File: src/hw/sesr_pkg.sv
// package for the serial error and status reporting block
// assumes one core clock; the serial link pins are sampled, not used as clocks
package sesr_pkg;

	// ****************************************************************
	// frame and checksum constants
	// ****************************************************************
	localparam logic [5:0] SESR_FRAME_EDGES = 6'h10;   // rising edges per frame
	localparam logic [5:0] SESR_EDGE_MAX    = 6'h3f;   // counter saturates here
	localparam logic [7:0] SESR_CRC_POLY    = 8'h2f;   // x^8+x^5+x^3+x^2+x+1
	localparam logic [7:0] SESR_CRC_SEED    = 8'hff;
	localparam int         SESR_RESP_BITS   = 32;

	// ****************************************************************
	// register offsets and field positions
	// ****************************************************************
	localparam logic [5:0] SESR_LOCK_CTRL_ADDR = 6'h10;  // lock and reset control
	localparam logic [3:0] SESR_REG_ROLL    = 4'h0;
	localparam logic [3:0] SESR_REG_SUMMARY = 4'h1;
	localparam logic [3:0] SESR_REG_SUPPLY  = 4'h2;
	localparam logic [3:0] SESR_REG_MEMTEMP = 4'h3;
	localparam logic [3:0] SESR_REG_VERIFY  = 4'h4;
	localparam logic [3:0] SESR_REG_TEMP    = 4'he;
	localparam int SESR_SUM_DSP     = 7;
	localparam int SESR_SUM_COMM    = 5;
	localparam int SESR_SUM_MEMTEMP = 4;
	localparam int SESR_SUM_SUPPLY  = 3;
	localparam int SESR_SUM_TEST    = 2;
	localparam int SESR_SUM_RESET   = 1;
	localparam int SESR_SUM_INIT    = 0;
	localparam int SESR_MT_FOTP     = 7;
	localparam int SESR_MT_UOTP     = 6;
	localparam int SESR_MT_URW      = 5;
	localparam int SESR_MT_TEMP     = 2;
	localparam int SESR_VER_MISM    = 7;
	localparam logic [7:0] SESR_ROLL_RESET = 8'h00;

	// ****************************************************************
	// status codes
	// ****************************************************************
	localparam logic [1:0] SESR_ST_INIT   = 2'h0;
	localparam logic [1:0] SESR_ST_NORMAL = 2'h1;
	localparam logic [1:0] SESR_ST_SELF   = 2'h2;
	localparam logic [1:0] SESR_ST_ERROR  = 2'h3;
	localparam logic [1:0] SESR_SF_COMPUTE = 2'h0;
	localparam logic [1:0] SESR_SF_MEMORY  = 2'h1;
	localparam logic [1:0] SESR_SF_SUPPLY  = 2'h2;
	localparam logic [1:0] SESR_SF_SERIAL  = 2'h3;

	// ****************************************************************
	// types
	// ****************************************************************
	typedef enum logic [1:0] {SESR_CMD_SENSOR, SESR_CMD_READ, SESR_CMD_WRITE, SESR_CMD_RSVD} sesr_cmd_t;

	typedef struct packed {
		logic [1:0] kind;
		logic [5:0] addr;
		logic [7:0] wdata;
		logic [7:0] spare;
		logic [7:0] crc;
	} sesr_cmd_msg_t;

	typedef struct packed {
		logic [1:0]  basic_status_field;
		logic [1:0]  detail_status_field;
		logic [19:0] payload;
		logic [7:0]  crc;
	} sesr_resp_t;

	typedef struct packed {
		logic compute_error_flag;
		logic temp_err;
		logic uotp_err;
		logic urw_err;
		logic fotp_err;
		logic test_active_flag;
		logic reset_error_flag;
		logic initializing_flag;
		logic self_test;
	} sesr_flags_t;

endpackage

File: src/hw/sesr_core.sv
// serial link error checking and status reporting of the sensor device
// assumes the pins arrive asynchronous to core_clk and the serial clock is far
// slower than core_clk (at least eight core cycles per serial clock phase)
//
// Summary of operation
// - detail status of each response is captured when select rose ending the last frame
// - compute or temperature error flags give detail code 00
// - user or factory memory error flags give detail code 01
// - test mode, supply error or reset error give detail code 10
// - serial clock high when select asserts is a serial error
// - rising clock edge count other than 16 in a frame is a serial error
// - serial clock high when select deasserts is a serial error
// - incoming command checksum failure is a serial error
// - after init lock, writes other than to lock control register are serial errors
// - serial error answers with detail code 11 in the error response
// - every output bit driven ahead of a rising clock edge is compared with the intended bit
// - any output mismatch sets the output mismatch status flag
// - sensor request in a mismatching frame is dropped, error response follows
// - write in a mismatching frame still happens, error response follows
// - read in a mismatching frame is not done, error response follows
// - messages carry an 8 bit checksum, polynomial 0x2f, msb first
// - basic status 11 marks internal error, detail field names the source
`timescale 1ns/1ps
`default_nettype none

module sesr_core
	import sesr_pkg::*;
(
	// clock and reset
	input  wire logic        core_clk,
	input  wire logic        rstn,
	// serial pins
	input  wire logic        spi_sclk,
	input  wire logic        spi_ss_n,
	input  wire logic        spi_mosi,
	input  wire logic        spi_miso_fb,
	output logic             spi_miso,
	output logic             spi_miso_oe,
	// device condition
	input  wire sesr_flags_t dev_flags,
	input  wire logic [7:0]  supply_status,
	input  wire logic [7:0]  temp_value,
	input  wire logic [19:0] sensor_data,
	input  wire logic        init_done_lock,
	input  wire logic [7:0]  ext_rdata,
	// register requests
	output logic             wr_req,
	output logic [5:0]       wr_addr,
	output logic [7:0]       wr_data,
	output logic             ext_rd_req,
	output logic [5:0]       rd_addr,
	output logic             sensor_req,
	output logic             verify_flag
);

	// ****************************************************************
	// functions
	// ****************************************************************
	// one checksum step, message bit rotates into the lsb, msb leaves first
	function automatic logic [7:0] crc_step(input logic [7:0] c, input logic b);
		logic fb;
		fb = c[7];
		return {c[6:0], b} ^ (fb ? SESR_CRC_POLY : 8'h00);
	endfunction

	// checksum over the upper 24 bits of a response
	function automatic logic [7:0] crc_word(input logic [23:0] w);
		logic [7:0] c;
		c = SESR_CRC_SEED;
		for (int i = 23; i >= 0; i--) begin
			c = crc_step(c, w[i]);
		end
		for (int i = 0; i < 8; i++) begin
			c = crc_step(c, 1'b0);
		end
		return c;
	endfunction

	// ****************************************************************
	// pin synchronisers
	// ****************************************************************
	logic [3:0] sync1_ff;
	logic [3:0] sync2_ff;
	logic       sclk_prev_ff;
	logic       ss_prev_ff;
	wire  logic sclk_s   = sync2_ff[0];
	wire  logic ss_n_s   = sync2_ff[1];
	wire  logic mosi_s   = sync2_ff[2];
	wire  logic fb_s     = sync2_ff[3];
	wire  logic sel      = ~ss_n_s;
	wire  logic ss_fall  = ss_prev_ff & ~ss_n_s;
	wire  logic ss_rise  = ~ss_prev_ff & ss_n_s;
	wire  logic clk_rise = sel & ~sclk_prev_ff & sclk_s;
	wire  logic clk_fall = sel & sclk_prev_ff & ~sclk_s;

	// two flops per pin, reset to idle levels so no false edge follows reset
	always_ff @(posedge core_clk) begin
		if (!rstn) begin
			sync1_ff     <= 4'h2;
			sync2_ff     <= 4'h2;
			sclk_prev_ff <= 1'b0;
			ss_prev_ff   <= 1'b1;
		end else begin
			sync1_ff     <= {spi_miso_fb, spi_mosi, spi_ss_n, spi_sclk};
			sync2_ff     <= sync1_ff;
			sclk_prev_ff <= sync2_ff[0];
			ss_prev_ff   <= sync2_ff[1];
		end
	end

	// ****************************************************************
	// frame capture
	// ****************************************************************
	logic [5:0]  cnt_ff;
	logic [31:0] rx_ff;
	logic [7:0]  crc_rx_ff;
	logic        start_err_ff;
	logic        mism_ff;
	logic [31:0] tx_ff;
	logic        miso_ff;
	sesr_resp_t  resp_ff;

	wire logic [5:0] cnt_inc = (cnt_ff == SESR_EDGE_MAX) ? cnt_ff : 6'(cnt_ff + 6'h01);
	wire logic       bit_bad = clk_rise & (fb_s != miso_ff);

	// counter, receive shift, checksum and mismatch capture per frame
	always_ff @(posedge core_clk) begin
		if (!rstn) begin
			cnt_ff       <= 6'h00;
			rx_ff        <= 32'h0000_0000;
			crc_rx_ff    <= SESR_CRC_SEED;
			start_err_ff <= 1'b0;
			mism_ff      <= 1'b0;
		end else if (ss_fall) begin
			cnt_ff       <= 6'h00;
			mism_ff      <= 1'b0;
			crc_rx_ff    <= SESR_CRC_SEED;
			start_err_ff <= sclk_s;
		end else if (clk_rise) begin
			cnt_ff    <= cnt_inc;
			rx_ff     <= {rx_ff[30:0], mosi_s};
			crc_rx_ff <= crc_step(crc_rx_ff, mosi_s);
			mism_ff   <= mism_ff | bit_bad;
		end
	end

	// output shift: first bit out at select, next bit after each falling edge
	always_ff @(posedge core_clk) begin
		if (!rstn) begin
			tx_ff   <= 32'h0000_0000;
			miso_ff <= 1'b0;
		end else if (ss_fall) begin
			tx_ff   <= {resp_ff[30:0], 1'b0};
			miso_ff <= resp_ff[31];
		end else if (clk_fall) begin
			tx_ff   <= {tx_ff[30:0], 1'b0};
			miso_ff <= tx_ff[31];
		end
	end

	assign spi_miso    = miso_ff;
	assign spi_miso_oe = sel;

	// ****************************************************************
	// frame evaluation at select release
	// ****************************************************************
	sesr_cmd_msg_t cmd;
	sesr_cmd_t     kind;
	assign cmd  = sesr_cmd_msg_t'(rx_ff);
	assign kind = sesr_cmd_t'(cmd.kind);

	wire logic err_start = start_err_ff;
	wire logic err_count = (cnt_ff != SESR_FRAME_EDGES);
	wire logic err_end   = sclk_s;
	wire logic err_crc   = (crc_rx_ff != 8'h00);
	wire logic err_lock  = init_done_lock & (kind == SESR_CMD_WRITE)
	                     & (cmd.addr != SESR_LOCK_CTRL_ADDR);
	wire logic frame_err = err_start | err_count | err_end | err_crc | err_lock;
	wire logic valid     = ~frame_err;
	wire logic do_write  = ss_rise & valid & (kind == SESR_CMD_WRITE);
	wire logic do_read   = ss_rise & valid & ~mism_ff & (kind == SESR_CMD_READ);
	wire logic do_sense  = ss_rise & valid & ~mism_ff & (kind == SESR_CMD_SENSOR);
	wire logic local_rd  = (cmd.addr[5:4] == 2'b00);

	// ****************************************************************
	// status registers
	// ****************************************************************
	logic [7:0] roll_ff;
	logic       verify_ff;
	logic       comm_ff;

	wire logic supply_err  = |supply_status;
	wire logic memtemp_err = dev_flags.uotp_err | dev_flags.urw_err | dev_flags.fotp_err
	                       | dev_flags.temp_err;
	logic [7:0] summary_reg;
	logic [7:0] memtemp_reg;
	logic [7:0] verify_reg;
	always_comb begin
		summary_reg                   = 8'h00;
		summary_reg[SESR_SUM_DSP]     = dev_flags.compute_error_flag;
		summary_reg[SESR_SUM_COMM]    = comm_ff;
		summary_reg[SESR_SUM_MEMTEMP] = memtemp_err;
		summary_reg[SESR_SUM_SUPPLY]  = supply_err;
		summary_reg[SESR_SUM_TEST]    = dev_flags.test_active_flag;
		summary_reg[SESR_SUM_RESET]   = dev_flags.reset_error_flag;
		summary_reg[SESR_SUM_INIT]    = dev_flags.initializing_flag;
		memtemp_reg                   = 8'h00;
		memtemp_reg[SESR_MT_FOTP]     = dev_flags.fotp_err;
		memtemp_reg[SESR_MT_UOTP]     = dev_flags.uotp_err;
		memtemp_reg[SESR_MT_URW]      = dev_flags.urw_err;
		memtemp_reg[SESR_MT_TEMP]     = dev_flags.temp_err;
		verify_reg                    = 8'h00;
		verify_reg[SESR_VER_MISM]     = verify_ff;
	end

	// read mux for offsets 00h to 0Fh; reserved offsets read zero
	logic [7:0] local_rdata;
	always_comb begin
		case (cmd.addr[3:0])
			SESR_REG_ROLL:    local_rdata = roll_ff;
			SESR_REG_SUMMARY: local_rdata = summary_reg;
			SESR_REG_SUPPLY:  local_rdata = supply_status;
			SESR_REG_MEMTEMP: local_rdata = memtemp_reg;
			SESR_REG_VERIFY:  local_rdata = verify_reg;
			SESR_REG_TEMP:    local_rdata = temp_value;
			default:          local_rdata = 8'h00;
		endcase
	end

	// mismatch flag is sticky, cleared by a read of its register; a new set wins
	wire logic verify_clr = do_read & local_rd & (cmd.addr[3:0] == SESR_REG_VERIFY);
	wire logic nxt_verify = bit_bad | (verify_ff & ~verify_clr);
	wire logic nxt_comm   = (ss_rise & frame_err) | (comm_ff & ~(do_read & local_rd
	                      & (cmd.addr[3:0] == SESR_REG_SUMMARY)));
	always_ff @(posedge core_clk) begin
		if (!rstn) begin
			roll_ff   <= SESR_ROLL_RESET;
			verify_ff <= 1'b0;
			comm_ff   <= 1'b0;
		end else begin
			roll_ff   <= do_sense ? 8'(roll_ff + 8'h01) : roll_ff;
			verify_ff <= nxt_verify;
			comm_ff   <= nxt_comm;
		end
	end
	assign verify_flag = verify_ff;

	// ****************************************************************
	// next response
	// ****************************************************************
	// serial faults outrank everything, then supply, then memory, then compute
	wire logic src_serial  = frame_err | mism_ff;
	wire logic src_supply  = dev_flags.test_active_flag | supply_err
	                       | dev_flags.reset_error_flag;
	wire logic src_memory  = dev_flags.uotp_err | dev_flags.urw_err
	                       | dev_flags.fotp_err;
	wire logic src_compute = dev_flags.compute_error_flag | dev_flags.temp_err;
	wire logic any_err     = src_serial | src_supply | src_memory | src_compute;
	wire logic [1:0] nxt_detail = src_serial ? SESR_SF_SERIAL :
	                              src_supply ? SESR_SF_SUPPLY :
	                              src_memory ? SESR_SF_MEMORY : SESR_SF_COMPUTE;
	wire logic [1:0] nxt_basic  = any_err ? SESR_ST_ERROR :
	                              dev_flags.self_test ? SESR_ST_SELF :
	                              init_done_lock ? SESR_ST_NORMAL : SESR_ST_INIT;
	wire logic [7:0] rd_value   = local_rd ? local_rdata : ext_rdata;
	wire logic [19:0] nxt_payload = src_serial ? 20'h0_0000 :
	                               do_sense ? sensor_data :
	                               do_read ? {12'h000, rd_value} : 20'h0_0000;
	wire logic [23:0] nxt_head  = {nxt_basic, nxt_detail, nxt_payload};

	// response is frozen between frames so it reflects the select release
	always_ff @(posedge core_clk) begin
		if (!rstn) begin
			resp_ff <= {24'h00_0000, crc_word(24'h00_0000)};
		end else if (ss_rise) begin
			resp_ff <= {nxt_head, crc_word(nxt_head)};
		end
	end

	// ****************************************************************
	// request strobes
	// ****************************************************************
	logic       wr_ff;
	logic       ext_rd_ff;
	logic       sense_ff;
	logic [5:0] wa_ff;
	logic [7:0] wd_ff;
	logic [5:0] ra_ff;
	always_ff @(posedge core_clk) begin
		if (!rstn) begin
			wr_ff     <= 1'b0;
			ext_rd_ff <= 1'b0;
			sense_ff  <= 1'b0;
			wa_ff     <= 6'h00;
			wd_ff     <= 8'h00;
			ra_ff     <= 6'h00;
		end else begin
			wr_ff     <= do_write;
			ext_rd_ff <= do_read & ~local_rd;
			sense_ff  <= do_sense;
			wa_ff     <= do_write ? cmd.addr : wa_ff;
			wd_ff     <= do_write ? cmd.wdata : wd_ff;
			ra_ff     <= do_read ? cmd.addr : ra_ff;
		end
	end
	assign wr_req     = wr_ff;
	assign wr_addr    = wa_ff;
	assign wr_data    = wd_ff;
	assign ext_rd_req = ext_rd_ff;
	assign rd_addr    = ra_ff;
	assign sensor_req = sense_ff;
endmodule

`default_nettype wire

File: config.mk
export PLATFORM = sky130hd
export DESIGN_NAME = sesr_core
export DESIGN_NICKNAME = d
export VERILOG_FILES = /design/src/hw/sesr_pkg.sv /design/src/hw/sesr_core.sv
export SDC_FILE = /design/constraint.sdc
export NUM_CORES = 1
export LEC_CHECK = 0
export BUFFER_PORTS_ARGS = -buffer_cell sky130_fd_sc_hd__buf_2
export CAP_MARGIN = 30
export CELL_PAD_IN_SITES_DETAIL_PLACEMENT = 2
export CELL_PAD_IN_SITES_GLOBAL_PLACEMENT = 2
export CORE_MARGIN = 2
export CORE_UTILIZATION = 30
export DETAILED_ROUTE_END_ITERATION = 7
export PLACE_DENSITY = 0.74
export SKIP_CTS_REPAIR_TIMING = 1
export SLEW_MARGIN = 20
export SYNTH_ARGS = -nofsm -noshare
export SYNTH_HDL_FRONTEND = slang
export SYNTH_SLANG_ARGS = --single-unit
File: constraint.sdc
create_clock -name core_clk -period 3.25 [get_ports core_clk]
set_input_delay 0.325 -clock core_clk [delete_from_list [all_inputs] [get_ports core_clk]]
set_output_delay 0.325 -clock core_clk [all_outputs]
set_load 0.05 [all_outputs]
# Yosys cells after proc, flatten, opt, wreduce, memory -nomap -nowiden

Index checks and enable logic that the tools add are counted.

Bitwise operators: 83
Add/sub/neg operators: 2
Muxes and demuxes: 45
Reductions and logical operators: 9
Eq/ne operators: 11

Operators by type and width:

| kind                                                                     | count |
|---|---|
| 8-bit by 6-bit XOR with 8-bit output                                     | 30 |
| 6-bit 2-to-1 mux                                                         | 30 |
| 32-bit 2-to-1 mux                                                        | 2 |
| 8-bit case mux with 6 select lines                                       | 1 |
| 20-bit 2-to-1 mux                                                        | 2 |
| 1-bit AND                                                                | 21 |
| 1-bit OR                                                                 | 17 |
| 8-bit 2-to-1 mux                                                         | 2 |
| 5-bit NOT                                                                | 3 |
| 6-bit by 5-bit inequality test with 1-bit output (second input constant) | 2 |
| 1-bit NOT                                                                | 12 |
| 8-bit by 1-bit adder with 8-bit output (second input constant)           | 1 |
| 4-bit by 2-bit == test with 1-bit output (second input constant)         | 2 |
| 2-bit 2-to-1 mux                                                         | 4 |
| 8-bit nonzero test                                                       | 1 |
| 8-bit OR reduction                                                       | 1 |
| 6-bit by 1-bit adder with 6-bit output (second input constant)           | 1 |
| 6-bit == test (second input constant)                                    | 1 |
| 4-bit by 1-bit == test with 1-bit output (second input constant)         | 1 |
| 4-bit by 3-bit == test with 1-bit output (second input constant)         | 1 |
| 4-bit == test (second input constant)                                    | 1 |
| 2-bit zero test                                                          | 2 |
| 4-bit zero test                                                          | 1 |
| 1-bit 2-to-1 mux                                                         | 4 |
| 6 further kinds                                                          | 7 |

Bits in registers: 155
Logic and storage cells: 174
Bits of input ports: 60
Output and inout port bits: 26

# Logic depth before layout (Yosys ltp)

Gate-level depths: netlist of run 1.

Depth in word-level cells: 70
Depth in mapped cells: 15

# Least setup slack after synthesis of run 1

OpenSTA, ideal clock, no wires.

Kind: flip-flop to flip-flop
Start: register sync2_ff[1]
End: register resp_ff[4] (netlist bit)
Data required time: 3.183 ns
Buffers on the path: 2
Period minus slack after synthesis: 3.499 ns
Setup time: 0.067 ns
Stages on the path, launching flop included: 15
Path slack: -0.249 ns
Arrival time: 3.431 ns
Cell sequence: dfxtp_1 > buf_2 > or4b_1 > buf_6 > nor2_4 > xor2_2 > or3_1 > a211oi_2 > xnor3_1 > xnor3_1 > xnor3_1 > xor2_1 > xor2_1 > nand2_1 > a21oi_2

Word-level cells in the longest chain between the ends: 41
Elaborated cells between the ends (all ways): 55
Those cells by class: mux (22); bitwise (33)

Ends and longest elaborated chain:

| item                                              | RTL line                           | source |
|---|---|---|
| from (decl)                                       | sesr_core.sv:83                    | `logic [3:0] sync2_ff;` |
| from (signal assigned)                            | sesr_core.sv:105                   | `sync2_ff <= sync1_ff;` |
| 1-bit AND (*)                                     | sesr_core.sv:92                    | `wire logic ss_rise = ~ss_prev_ff & ss_n_s;` |
| 1-bit AND (2 in a row)                            | sesr_core.sv:181, sesr_core.sv:182 |  |
| 1-bit AND                                         | sesr_core.sv:182                   | `wire logic do_sense = ss_rise & valid & ~mism_ff & (kind == SESR_CMD_SENSOR);` |
| 20-bit 2-to-1 mux                                 | sesr_core.sv:267                   | `do_sense ? sensor_data :` |
| 20-bit 2-to-1 mux                                 | sesr_core.sv:266                   | `wire logic [19:0] nxt_payload = src_serial ? 20'h0_0000 :` |
| 8-bit by 6-bit XOR with 8-bit output (8 in a row) | sesr_core.sv:63                    | `return {c[6:0], b} ^ (fb ? SESR_CRC_POLY : 8'h00);` |
| 6-bit 2-to-1 mux                                  | sesr_core.sv:63                    |  |
| 8-bit by 6-bit XOR with 8-bit output (3 in a row) | sesr_core.sv:63                    |  |
| [8 not listed]                                    | --                                 |  |
| 6-bit 2-to-1 mux                                  | sesr_core.sv:63                    |  |
| 8-bit by 6-bit XOR with 8-bit output (3 in a row) | sesr_core.sv:63                    |  |
| 6-bit 2-to-1 mux                                  | sesr_core.sv:63                    |  |
| 8-bit by 6-bit XOR with 8-bit output (3 in a row) | sesr_core.sv:63                    |  |
| 6-bit 2-to-1 mux                                  | sesr_core.sv:63                    |  |
| 8-bit by 6-bit XOR with 8-bit output (3 in a row) | sesr_core.sv:63                    |  |
| 6-bit 2-to-1 mux                                  | sesr_core.sv:63                    |  |
| 8-bit by 6-bit XOR with 8-bit output (2 in a row) | sesr_core.sv:63                    |  |
| to (signal assigned)                              | sesr_core.sv:274                   | `resp_ff <= {24'h00_0000, crc_word(24'h00_0000)};` |
| to (signal assigned)                              | sesr_core.sv:276                   | `resp_ff <= {nxt_head, crc_word(nxt_head)};` |
| to (decl)                                         | sesr_core.sv:121                   | `sesr_resp_t resp_ff;` |

Every way passes the cells marked *; elsewhere a longest branch is shown, timed or not.
A chain may end at the register's enable or synchronous reset.

# Final worst setup path of run 1

Start: register rx_ff[31] (netlist: cmd[31])
End: register resp_ff[4] (netlist bit)

Word-level cells in the longest chain between the ends: 49
Elaborated cells between the ends (all ways): 75
Those cells by class: eq/ne (2); mux (28); bitwise (44); reduce/logical (1)

Ends and longest elaborated chain:

| item                                                  | RTL line         | source |
|---|---|---|
| from (decl)                                           | sesr_core.sv:115 | `logic [31:0] rx_ff;` |
| from (signal assigned)                                | sesr_core.sv:141 | `rx_ff <= {rx_ff[30:0], mosi_s};` |
| 2-bit == test                                         | sesr_core.sv:176 | `wire logic err_lock = init_done_lock & (kind == SESR_CMD_WRITE)` |
| 1-bit AND                                             | sesr_core.sv:176 |  |
| 1-bit AND                                             | sesr_core.sv:177 | `& (cmd.addr != SESR_LOCK_CTRL_ADDR);` |
| 1-bit OR                                              | sesr_core.sv:178 | `wire logic frame_err = err_start \| err_count \| err_end \| err_crc \| err_lock;` |
| 1-bit OR                                              | sesr_core.sv:252 | `wire logic src_serial = frame_err \| mism_ff;` |
| 1-bit OR (3 in a row)                                 | sesr_core.sv:258 | `wire logic any_err = src_serial \| src_supply \| src_memory \| src_compute;` |
| 2-bit 2-to-1 mux                                      | sesr_core.sv:262 | `wire logic [1:0] nxt_basic = any_err ? SESR_ST_ERROR :` |
| 5-bit NOT (no source line) (3 in a row)               | --               |  |
| [22 not listed]                                       | --               |  |
| 8-bit by 6-bit XOR with 8-bit output (2 in a row)     | sesr_core.sv:63  |  |
| 8-bit by 6-bit XOR with 8-bit output (*)              | sesr_core.sv:63  |  |
| 6-bit 2-to-1 mux                                      | sesr_core.sv:63  |  |
| 8-bit by 6-bit XOR with 8-bit output (*) (3 in a row) | sesr_core.sv:63  |  |
| 6-bit 2-to-1 mux                                      | sesr_core.sv:63  |  |
| 8-bit by 6-bit XOR with 8-bit output (*) (3 in a row) | sesr_core.sv:63  |  |
| 6-bit 2-to-1 mux                                      | sesr_core.sv:63  |  |
| 8-bit by 6-bit XOR with 8-bit output (*) (3 in a row) | sesr_core.sv:63  |  |

Marks and branches as above.

==> results by group, run 1 <==
Yosys
  • Mean post-synth cell area: around 8.9 sq um
  • Sequential area share after synthesis: 0.403
  • Ranking of synthesized cells by area: dfxtp_1 40%, nand2_1 7.0%, mux2i_1 5.8%
  • Main synth FF type: dfxtp_1
  • Count leader, synth: dfxtp_1
  • Cells after synthesis: 863
  • Synth unique cells: 75
  • Mapped cell area: 7700 sq um
  • Net Count, Synth: a little over 900
  • Area share of the largest cell type after synthesis: 0.403
  • Leading area contributor after synthesis: dfxtp_1
  • Flops & latches, synth: 155
  • Yosys Warn Count: 0
  • Post-synth top cells: 155 x dfxtp_1, 143 x nand2_1, 81 x nor2_1
  • Async SR Flop Fraction: 0
  • Number of synthesized flops with an enable pin: 0

Drt
  • Antenna Violating Nets Remaining: 0
  • Vias per Instance: 5.13
  • Vias: roughly 7.1k
  • Iteration-0 DRC Markers: 356
  • DRC Markers: 0
  • DR WL/cell: 21.6 um
  • Final WL: 30000 um
  • Drt pass-1 iters: 4

Clock network
  • Root buf cell: clkbuf_16
  • Worst skew pair latency: around 0.45 ns
  • H-tree depth: 4
  • CTS tree: done
  • Clock slew at reported path FFs: ~0.070 ns
  • Clk buf depth: 2
  • Total CTS buffers: 17
  • # clock sinks: 155

Setup path
  • Crit-path max FO: 2
  • WP buf/inv: 0
  • Critical Path RT: 3.62 ns
  • Crit-path leading delay family: XOR/XNOR gates
  • Slowest stage delay, CP: roughly 0.56 ns
  • Crit-path cells: or4b_4, nor2_4, xor2_2, or3_1, a211oi_2, xnor3_2, xnor3_1, xnor3_2, xor2_2, xor2_1, nand2_1, a21oi_2
  • Worst path slowest cell: or4b_4
  • R2r worst-path depth: 12
  • Arr. time, crit path: 4.07 ns
  • Worst setup EP type: flop
  • WP depth: 12
  • Crit Path Category: reg -> reg
  • Worst setup SP type: flop

Pwr
  • Int Power: 3.11 mW
  • Pwr Total: 4.36 mW
  • P_leak: 4.15 nW
  • Clock power frac: 0.480
  • Combinational power share: 0.072
  • Power Dens Cells: 422 nW/um^2
  • Switch Pwr: 1.25 mW
  • Seq pwr share: 0.448
  • Peak VDD IR: around 0.28 mV
  • Net Sw Frac: 0.286

Outcome
  • Failing checks: negative setup slack
  • Status: finished with violations

STA
  • Final Skew: 0.0219 ns
  • Final worst hold slack: 0.0798 ns
  • Max-slew headroom: 0.513
  • Setup ws final: -0.457 ns
  • Final setup fails: 8
  • Final hold viol count: 0
  • Fmax achieved: 0.270 GHz
  • Worst-margin pin slew: 0.729 ns
  • Unrepaired setup endpoints after global routing: yes
  • Final Critical Period: roughly 3.7 ns
  • Slew Limit Fails: 0
  • Fin crit share: 1.14

Min path
  • Hold Path Cell Cnt: 2
  • HP Class: in -> reg

Finish
  • # diodes: 0
  • Post-route cell area: a little over 10000 sq um
  • Layout cells sized above 1: 0.329
  • Area Growth Syn to Fin: 34.2%
  • Nets: ~1.1k

Floorplanning
  • Core Box Area: 25200 sq um
  • # rows: 58
  • Die X: around 160 um
  • Initial Util: 0.306
  • Vert. Die Dim: 164 um
  • Boundary pin count: 86
  • Die ar.: about 27000 sq um

Global routing
  • All-Layer GR Usage: 0.202
  • Met2 GRT Util: 0.366
  • Overflow after GRT: 0
  • Met1 Track Usage GR: 0.249
  • Largest net degree at the start of global routing: 63
  • GR met3 Demand/Resource: 0.0308
  • Top Usage Layer GRT: met2
  • Initial antenna violation count: 0
  • First-pass GRT wire length: 41900 um
  • Vias in the first global route: 7354

Placed design
  • Placed cell area: 9240 sq um
  • Detailed placement HPWL: roughly 18000 um
  • Final GP Congestion: 0.855
  • Pre-CTS WS: -0.380 ns
  • PortBufs: 85

Flow run
  • Max Cap Viol: 0
==> cells by family (layout without fill, tap and decap cells) <==
family                   after synthesis  in the layout  synth area share
AO/OA/AOI/OAI                        174            174             0.146
XOR/XNOR                              89             89             0.127
adder cells (fa/ha/maj)                3              3           0.00487
buffers and inverters                 63            258            0.0375
flip-flops                           155            155             0.403
multiplexers                          46             46            0.0614
AND/OR/NAND/NOR                      333            333             0.221
==> power groups by stage <==
stage	clock network, mW	logic [mW]	registers (mW)
detailed placement	0	0.293	1.99
CTS	2.14	0.303	1.95
floorplan	0	0.165	1.99
global placement	0	0.287	1.99
finish	2.09	0.314	1.95
global route	2.22	0.339	1.95
==> final timing paths <==
| check | from | endpoint | slack, ns |
|---|---|---|---|
| worst max register to register | cmd[31] | resp_ff[4] | -0.46 |
| worst min-delay path | spi_ss_n | sync1_ff[1] | 0.08 |
| worst max-delay path | cmd[31] | resp_ff[4] | -0.46 |
| worst min register to register | sync1_ff[1] | sync2_ff[1] | 0.43 |
==> sequential cells by signal, summed over array words and instances, names as in the netlist, 4 cells and up <==
name       cells
resp_ff       32
sync2_ff       4
rd_addr        6
cmd           32
roll_ff        8
cnt_ff         6
tx_ff         31
wr_data        8
wr_addr        6
sync1_ff       4
crc_rx_ff      8
==> worst reg2reg max path, stage by stage, from the launching register on <==
cell	delay [ns]
dfxtp_2	0.32
or4b_4	0.56
nor2_4	0.15
xor2_2	0.11
or3_1	0.36
a211oi_2	0.34
xnor3_2	0.46
xnor3_1	0.25
xnor3_2	0.31
xor2_2	0.31
xor2_1	0.22
nand2_1	0.10
a21oi_2	0.16
==> routing by layer <==
metal  share of wire  wire length (um)
met4           0.030               891
met3           0.029               865
met2            0.52             15700
met1            0.42             12600
met5               0                 0
==> cells in the final DEF, fill, tap and decap left out, types with 4 or more instances in the layout <==
cell type | synthesis | routed
dfxtp_1 | 155 | 150
nand2_1 | 143 | 140
buf_4 | 3 | 123
buf_2 | 7 | 85
nor2_1 | 81 | 75
a21oi_1 | 64 | 63
mux2i_1 | 45 | 45
xnor2_1 | 50 | 36
a211oi_1 | 31 | 31
xor2_1 | 25 | 19
a22oi_1 | 18 | 17
clkbuf_16 | 0 | 17
and2_1 | 16 | 15
o21ai_0 | 14 | 12
xnor2_2 | 0 | 12
nor2b_1 | 13 | 12
nand3_1 | 11 | 11
buf_6 | 3 | 9
o21ai_1 | 9 | 7
xor2_2 | 1 | 7
nand2b_1 | 7 | 6
a31oi_1 | 6 | 6
a22o_1 | 6 | 6
or3_1 | 7 | 6
nor2_4 | 2 | 6
xnor3_2 | 2 | 6
or2_2 | 5 | 5
o211ai_1 | 5 | 5
clkinv_8 | 0 | 5
inv_8 | 0 | 5
dfxtp_2 | 0 | 5
inv_1 | 6 | 4
nand4_1 | 4 | 4
nor3_1 | 4 | 4
and4_1 | 4 | 4
xnor3_1 | 8 | 4
a21boi_0 | 4 | 4
==> metrics by stage <==
stage	TNS, ns	utilization	cells
finish	-2.42	0.410	1388
global route	-3.77	0.410	1388
CTS	-2.81	0.391	1374
detailed placement	-2.30	0.367	1342
global placement	-1.54	0.367	1342
floorplan	-0.0551	-	863
==> area by class of cell <==
| class | count | area (sq um) |
|---|---|---|
| Fill cell | 2744 | 14800 |
| Multi-Input combinational cell | 645 | 4680 |
| Sequential cell | 155 | 3110 |
| Timing Repair Buffer | 219 | 1490 |
| Clock buffer | 17 | 425 |
| Tap cell | 330 | 413 |
| Clock inverter | 15 | 189 |
| Inverter | 7 | 26.3 |
(Power assumes the default switching activity.)
==> run 2, diff against run 1 <==
--- a/config.mk
+++ b/config.mk
@@ -13,6 +13,7 @@
 export CORE_UTILIZATION = 30
 export DETAILED_ROUTE_END_ITERATION = 7
 export PLACE_DENSITY = 0.74
+export REMOVE_ABC_BUFFERS = 1
 export SKIP_CTS_REPAIR_TIMING = 1
 export SLEW_MARGIN = 20
 export SYNTH_ARGS = -nofsm -noshare
==> results by group, run 2 (synthesis results as in run 1) <==
Drt
  • Final WL: 32400 um (+8.1%)
  • Vias: 7328 (+3.0%)
  • DR WL/cell: 23.1 um (+7.0%)
  • Drt pass-1 iters: 5 (+1)
  • Iteration-0 DRC Markers: 358 (+0.56%)
  • Antenna Violating Nets Remaining: 0 (unchanged)
  • Vias per Instance: 5.23 (+2.0%)
  • DRC Markers: 0 (unchanged)

Min path
  • HP Class: in -> reg
  • Hold Path Cell Cnt: 2 (unchanged)
  • Hold path start: spi_ss_n
  • Hold path endpoint: sync1_ff[1]

Setup path
  • Critical Path RT: 3.60 ns (-0.02 ns)
  • Crit-path leading delay family: XOR/XNOR gates
  • R2R setup slack: -0.67 ns (-0.21 ns)
  • Worst path slowest cell: xnor3_2
  • Worst setup SP type: flop
  • Crit Path Category: reg -> reg
  • RR Startpoint: cmd[31]
  • Crit path from: cmd[31]
  • WP buf/inv: 2 (+2)
  • Crit-path max FO: 5 (+3)
  • Worst setup EP type: flop
  • R2r worst-path depth: 14 (+2)
  • Crit-path cells: buf_4, nor4b_2, buf_4, nand2_1, xnor2_2, xnor3_2, xnor2_1, nand2_2, xor3_1, xnor3_2, xor2_4, xnor2_1, nand2_1, a21oi_1
  • Slowest stage delay, CP: 0.45 ns (-0.11 ns)
  • Arr. time, crit path: 4.27 ns (+0.20 ns)
  • Worst R2R End: resp_ff[1]

Floorplanning
  • Boundary pin count: 86 (unchanged)
  • # rows: 58 (unchanged)
  • Die ar.: 27000 sq um (unchanged)
  • Vert. Die Dim: 164 um (unchanged)
  • Die X: 164 um (unchanged)
  • Initial Util: 0.306 (unchanged)
  • Core Box Area: 25200 sq um (unchanged)

Clock network
  • Worst skew pair latency: 0.45 ns (about the same)
  • CTS tree: done
  • Root buf cell: clkbuf_16
  • Clock slew at reported path FFs: 0.07 ns (about the same)
  • H-tree depth: 4 (unchanged)
  • Clk buf depth: 2 (unchanged)
  • # clock sinks: 155 (unchanged)
  • Total CTS buffers: 17 (unchanged)

Global routing
  • Overflow after GRT: 0 (unchanged)
  • Initial antenna violation count: 2 (+2)
  • All-Layer GR Usage: 0.208 (+0.00614)
  • Largest net degree at the start of global routing: 63 (unchanged)
  • First-pass GRT wire length: 43000 um (+2.4%)
  • Vias in the first global route: 7775 (+5.7%)

STA
  • Setup ws final: -0.671 ns (-0.214 ns)
  • Unrepaired setup endpoints after global routing: yes
  • Max-slew headroom: 0.531 (+0.0179)
  • Slew Limit Fails: 0 (unchanged)
  • Final setup fails: 8 (unchanged)
  • Fin crit share: 1.21 (+0.0658)
  • Final Critical Period: 3.92 ns (+0.214 ns)
  • Worst-margin pin slew: 0.701 ns (-0.0286 ns)
  • Final Skew: 0.0144 ns (-0.00755 ns)
  • Setup TNS Final: -4.13 ns (-1.70 ns)
  • Fmax achieved: 0.255 GHz (-5.5%)
  • Final hold viol count: 0 (unchanged)

Pwr
  • Pwr Total: 4.40 mW (+1.1%)
  • Int Power: 3.23 mW (+3.9%)
  • Switch Pwr: 1.17 mW (-5.9%)
  • Seq pwr share: 0.443 (-0.005)
  • Peak VDD IR: 0.365 mV (+29%)
  • P_leak: 4.21 nW (+1.6%)
  • Net Sw Frac: 0.266 (-0.0197)
  • Power Dens Cells: 420 nW/um^2 (-0.35%)
  • Combinational power share: 0.075 (+0.003)
  • Clock power frac: 0.482 (+0.002)

Finish
  • Layout cells sized above 1: 0.338 (+0.00876)
  • Fill count: 2757 (+0.47%)
  • # diodes: 0 (unchanged)
  • Fin util: 0.416 (+0.00586)
  • Commonest non-fill, non-tap cell in the layout: dfxtp_1
  • Most frequent cells in the layout: 149 x dfxtp_1, 140 x nand2_1, 134 x buf_4, 85 x buf_2, 74 x nor2_1
  • Area Growth Syn to Fin: 36.1%
  • Nets: 1122 (+1.3%)

Placed design
  • Detailed placement HPWL: 19200 um (+4.5%)
  • PortBufs: 85 (unchanged)
  • Final GP Congestion: 0.805 (-5.8%)
  • Pre-CTS WS: -0.622 ns (-0.241 ns)

Outcome
  • Failing checks: negative setup slack
  • Status: finished with violations

Flow run
  • Max Cap Viol: 0 (unchanged)
==> run 2: changes by cell type in the layout (fill, tap and decap cells not counted), moves of 2 or more <==
cell and change:
clkinv_8 -5, o21ai_2 -2, buf_12 -2, xor2_4 +3
buf_6 +4, bufinv_16 +2, buf_4 +11, o21ai_4 +2
xor2_2 -2, xnor2_1 +3, nor2_2 +2, inv_6 +3
xnor2_2 -3
==> run 2: worst max-delay path by stage <==
stage	end	slack [ns]	cells past startpoint
6_report	resp_ff[1]	-0.67	14
4_1_cts	resp_ff[1]	-0.72	15
3_3_place_gp	resp_ff[4]	-0.44	13
2_1_floorplan	resp_ff[4]	-0.36	12
5_1_grt	resp_ff[1]	-0.79	14
3_5_place_dp	resp_ff[6]	-0.62	14
==> run 2: through the flow <==
| step | cells | area, sq um | hold slack, ns |
|---|---|---|---|
| CTS | 1383 | 9870 | 0.0700 |
| global route | 1402 | 10500 | 0.0885 |
| detailed placement | 1351 | 9260 | 0.396 |
| floorplan | 807 | 7440 | 0.386 |
| finish | 1402 | 10500 | 0.0818 |
| global placement | 1351 | 9260 | 0.393 |
==> run 2: final cells by class <==
class,count,area (sq um),area share
clock buffer,18,429,0.0409
timing repair buffer,233,1590,0.152
clock inverter,14,175,0.0167
inverter,7,26.3,0.00251
multi-input combinational,645,4730,0.452
sequential,155,3110,0.297
tap,330,413,0.0394
==> run 2: per-layer routing <==
metal | vias to the layer above | GRT usage | part of all wire
li1 | 3369 | - | -
met1 | 3709 | 0.239 | 0.40
met2 | 166 | 0.385 | 0.53
met3 | 80 | 0.0447 | 0.034
met4 | 4 | 0.0602 | 0.042
met5 | - | 0 | 0.00071
==> run 2: power groups by stage <==
stage                     combinational, mW  clock [mW]  sequential, mW
final                                 0.330        2.12            1.95
after global routing                  0.353        2.23            1.95
after CTS                             0.305        2.14            1.95
after detailed placement              0.299           0            1.99
after global placement                0.288           0            1.99
after floorplan                       0.151           0            1.99
==> run 3, diff against run 2 <==
--- a/config.mk
+++ b/config.mk
@@ -9,7 +9,7 @@
 export CAP_MARGIN = 30
 export CELL_PAD_IN_SITES_DETAIL_PLACEMENT = 2
 export CELL_PAD_IN_SITES_GLOBAL_PLACEMENT = 2
-export CORE_MARGIN = 2
+export CORE_MARGIN = 5
 export CORE_UTILIZATION = 30
 export DETAILED_ROUTE_END_ITERATION = 7
 export PLACE_DENSITY = 0.74
==> results by group, run 3 (synthesis results as in run 1) <==
Finish
  • Area Growth Syn to Fin: 35.3%
  • Non-filler instance count after layout: 1404 (+0.14%)
  • Nets: 1124 (+0.18%)
  • Layout cells sized above 1: 0.336 (-0.00156)
  • # diodes: 0 (unchanged)
  • Commonest non-fill, non-tap cell in the layout: dfxtp_1
  • Most frequent cells in the layout: 149 x dfxtp_1, 142 x buf_4, 140 x nand2_1, 85 x buf_2, 76 x nor2_1

Clock network
  • Clk buf depth: 2 (unchanged)
  • Worst skew pair latency: 0.44 ns (about the same)
  • # clock sinks: 155 (unchanged)
  • Root buf cell: clkbuf_16
  • H-tree depth: 4 (unchanged)
  • Clock slew at reported path FFs: 0.07 ns (about the same)
  • Total CTS buffers: 17 (unchanged)
  • CTS tree: done

Setup path
  • Slowest stage delay, CP: 0.50 ns (+0.05 ns)
  • Arr. time, crit path: 4.09 ns (-0.18 ns)
  • Crit-path cells: inv_2, ha_4, nor4b_4, buf_6, nand4_4, nor4b_4, buf_4, a222oi_1, buf_4, xnor3_1, xor3_1, xnor3_2, xor2_4, xnor2_2, nand2_2, a21oi_2
  • Crit Path Category: reg -> reg
  • Worst setup SP type: flop
  • Critical Path RT: 3.61 ns (about the same)
  • Worst setup EP type: flop
  • Crit-path max FO: 5 (unchanged)
  • RR Startpoint: cnt_ff[1]
  • R2r worst-path depth: 16 (+2)
  • Worst path slowest cell: xor3_1
  • Worst R2R End: resp_ff[1]
  • R2R setup slack: -0.48 ns (+0.19 ns)

Drt
  • Final WL: 32200 um (-0.81%)
  • Iteration-0 DRC Markers: 295 (-18%)
  • DRC Markers: 0 (unchanged)
  • Drt pass-1 iters: 4 (-1)
  • Vias per Instance: 5.19 (-0.77%)
  • Antenna Violating Nets Remaining: 0 (unchanged)
  • DR WL/cell: 22.9 um (-0.95%)
  • Vias: 7282 (-0.63%)

STA
  • Fmax achieved: 0.268 GHz (+5.1%)
  • Setup ws final: -0.480 ns (+0.191 ns)
  • Setup TNS Final: -3.09 ns (+1.03 ns)
  • Unrepaired setup endpoints after global routing: yes
  • Worst-margin pin slew: 0.722 ns (+0.0216 ns)
  • Max-slew headroom: 0.518 (-0.0133)
  • Slew Limit Fails: 0 (unchanged)
  • Final hold viol count: 0 (unchanged)
  • Final worst hold slack: 0.0871 ns (+0.00524 ns)
  • Final Critical Period: 3.73 ns (-0.191 ns)
  • Final setup fails: 8 (unchanged)
  • Fin crit share: 1.15 (-0.0587)
  • Final Skew: 0.0153 ns (+0.000897 ns)

Floorplanning
  • Die X: 170 um (+3.7%)
  • Boundary pin count: 86 (unchanged)
  • Vert. Die Dim: 170 um (+3.7%)
  • # rows: 58 (unchanged)
  • Initial Util: 0.305 (-0.000879)
  • Core Box Area: 25300 sq um (+0.29%)
  • Die ar.: 29000 sq um (+7.4%)

Global routing
  • Vias in the first global route: 7950 (+2.3%)
  • First-pass GRT wire length: 43600 um (+1.6%)
  • All-Layer GR Usage: 0.191 (-0.0176)
  • Initial antenna violation count: 1 (-1)
  • Overflow after GRT: 0 (unchanged)
  • Largest net degree at the start of global routing: 63 (unchanged)

Flow run
  • Max Cap Viol: 0 (unchanged)

Placed design
  • Placed insts: 1351 (unchanged)
  • PortBufs: 85 (unchanged)
  • Detailed placement HPWL: 19400 um (+1.0%)
  • Pre-CTS WS: -0.682 ns (-0.0599 ns)
  • Final GP Congestion: 0.821 (+2.0%)

Pwr
  • P_leak: 4.20 nW (-0.28%)
  • Int Power: 3.16 mW (-2.4%)
  • Peak VDD IR: 0.422 mV (+16%)
  • Net Sw Frac: 0.271 (+0.00483)
  • Clock power frac: 0.474 (-0.008)
  • Combinational power share: 0.075 (about the same)
  • Switch Pwr: 1.17 mW (about the same)
  • Power Dens Cells: 415 nW/um^2 (-1.1%)
  • Pwr Total: 4.33 mW (-1.7%)
  • Seq pwr share: 0.451 (+0.008)

Min path
  • Hold Path Cell Cnt: 2 (unchanged)
  • Hold path start: spi_ss_n
  • Hold path endpoint: sync1_ff[1]
  • HP Class: in -> reg

Outcome
  • Failing checks: negative setup slack
  • Status: finished with violations
run 3: cell count changes in the layout (fill, tap and decap cells not counted), sizes merged:
cell,delta
clkinvlp,+3
bufinv,-1
inv,-2
buf,+1
clkbuf,+1
run 3: metal layers:
layer	vias up	wire length, um	global-route usage
li1	3364	-	-
met5	-	11	0
met4	2	1200	0.0510
met1	3684	13100	0.226
met3	69	1040	0.0358
met2	163	16800	0.351
run 3: worst max-delay path, delay by kind of cell (launching register included):
kind / cells / cell delay [ns]
xor gates and xnor gates: 5 / 1.59
buffers and inverters: 4 / 0.58
and+or+nand+nor: 4 / 0.75
AOI/OAI and AO/OA: 2 / 0.27
adders and majority gates: 1 / 0.14
DFF: 1 / 0.33
run 3: area by class of cell:
class                           count  area [sq um]
Fill cell                        2771         14800
Multi-Input combinational cell    645          4700
Sequential cell                   155          3120
Timing Repair Buffer              235          1580
Clock buffer                       18           429
Tap cell                          330           413
Clock inverter                     14           158
Inverter                            7          26.3
run 3: stage by stage:
stage | instance area (sq um) | util
after floorplan | 7440 | -
after global placement | 9260 | 0.367
after detailed placement | 9260 | 0.367
after CTS | 9850 | 0.390
after global routing | 10400 | 0.412
final | 10400 | 0.412
run 3: power by group through the flow:
stage	registers [mW]	logic [mW]	clock network, mW
6_report	1.95	0.326	2.05
4_1_cts	1.95	0.304	2.07
3_3_place_gp	1.99	0.290	0
2_1_floorplan	1.99	0.151	0
5_1_grt	1.95	0.347	2.17
3_5_place_dp	1.99	0.299	0
run 3: worst max path at each step:
stage	startpoint	endpoint	slack, ns	cells after the start
finish	cnt_ff[1]	resp_ff[1]	-0.48	16
global route	dev_flags[4]	resp_ff[1]	-0.60	16
detailed placement	cmd[25]	resp_ff[1]	-0.68	13
global placement	supply_status[7]	resp_ff[4]	-0.44	13
floorplan	sync2_ff[1]	resp_ff[4]	-0.36	12
CTS	cnt_ff[0]	resp_ff[1]	-0.89	13
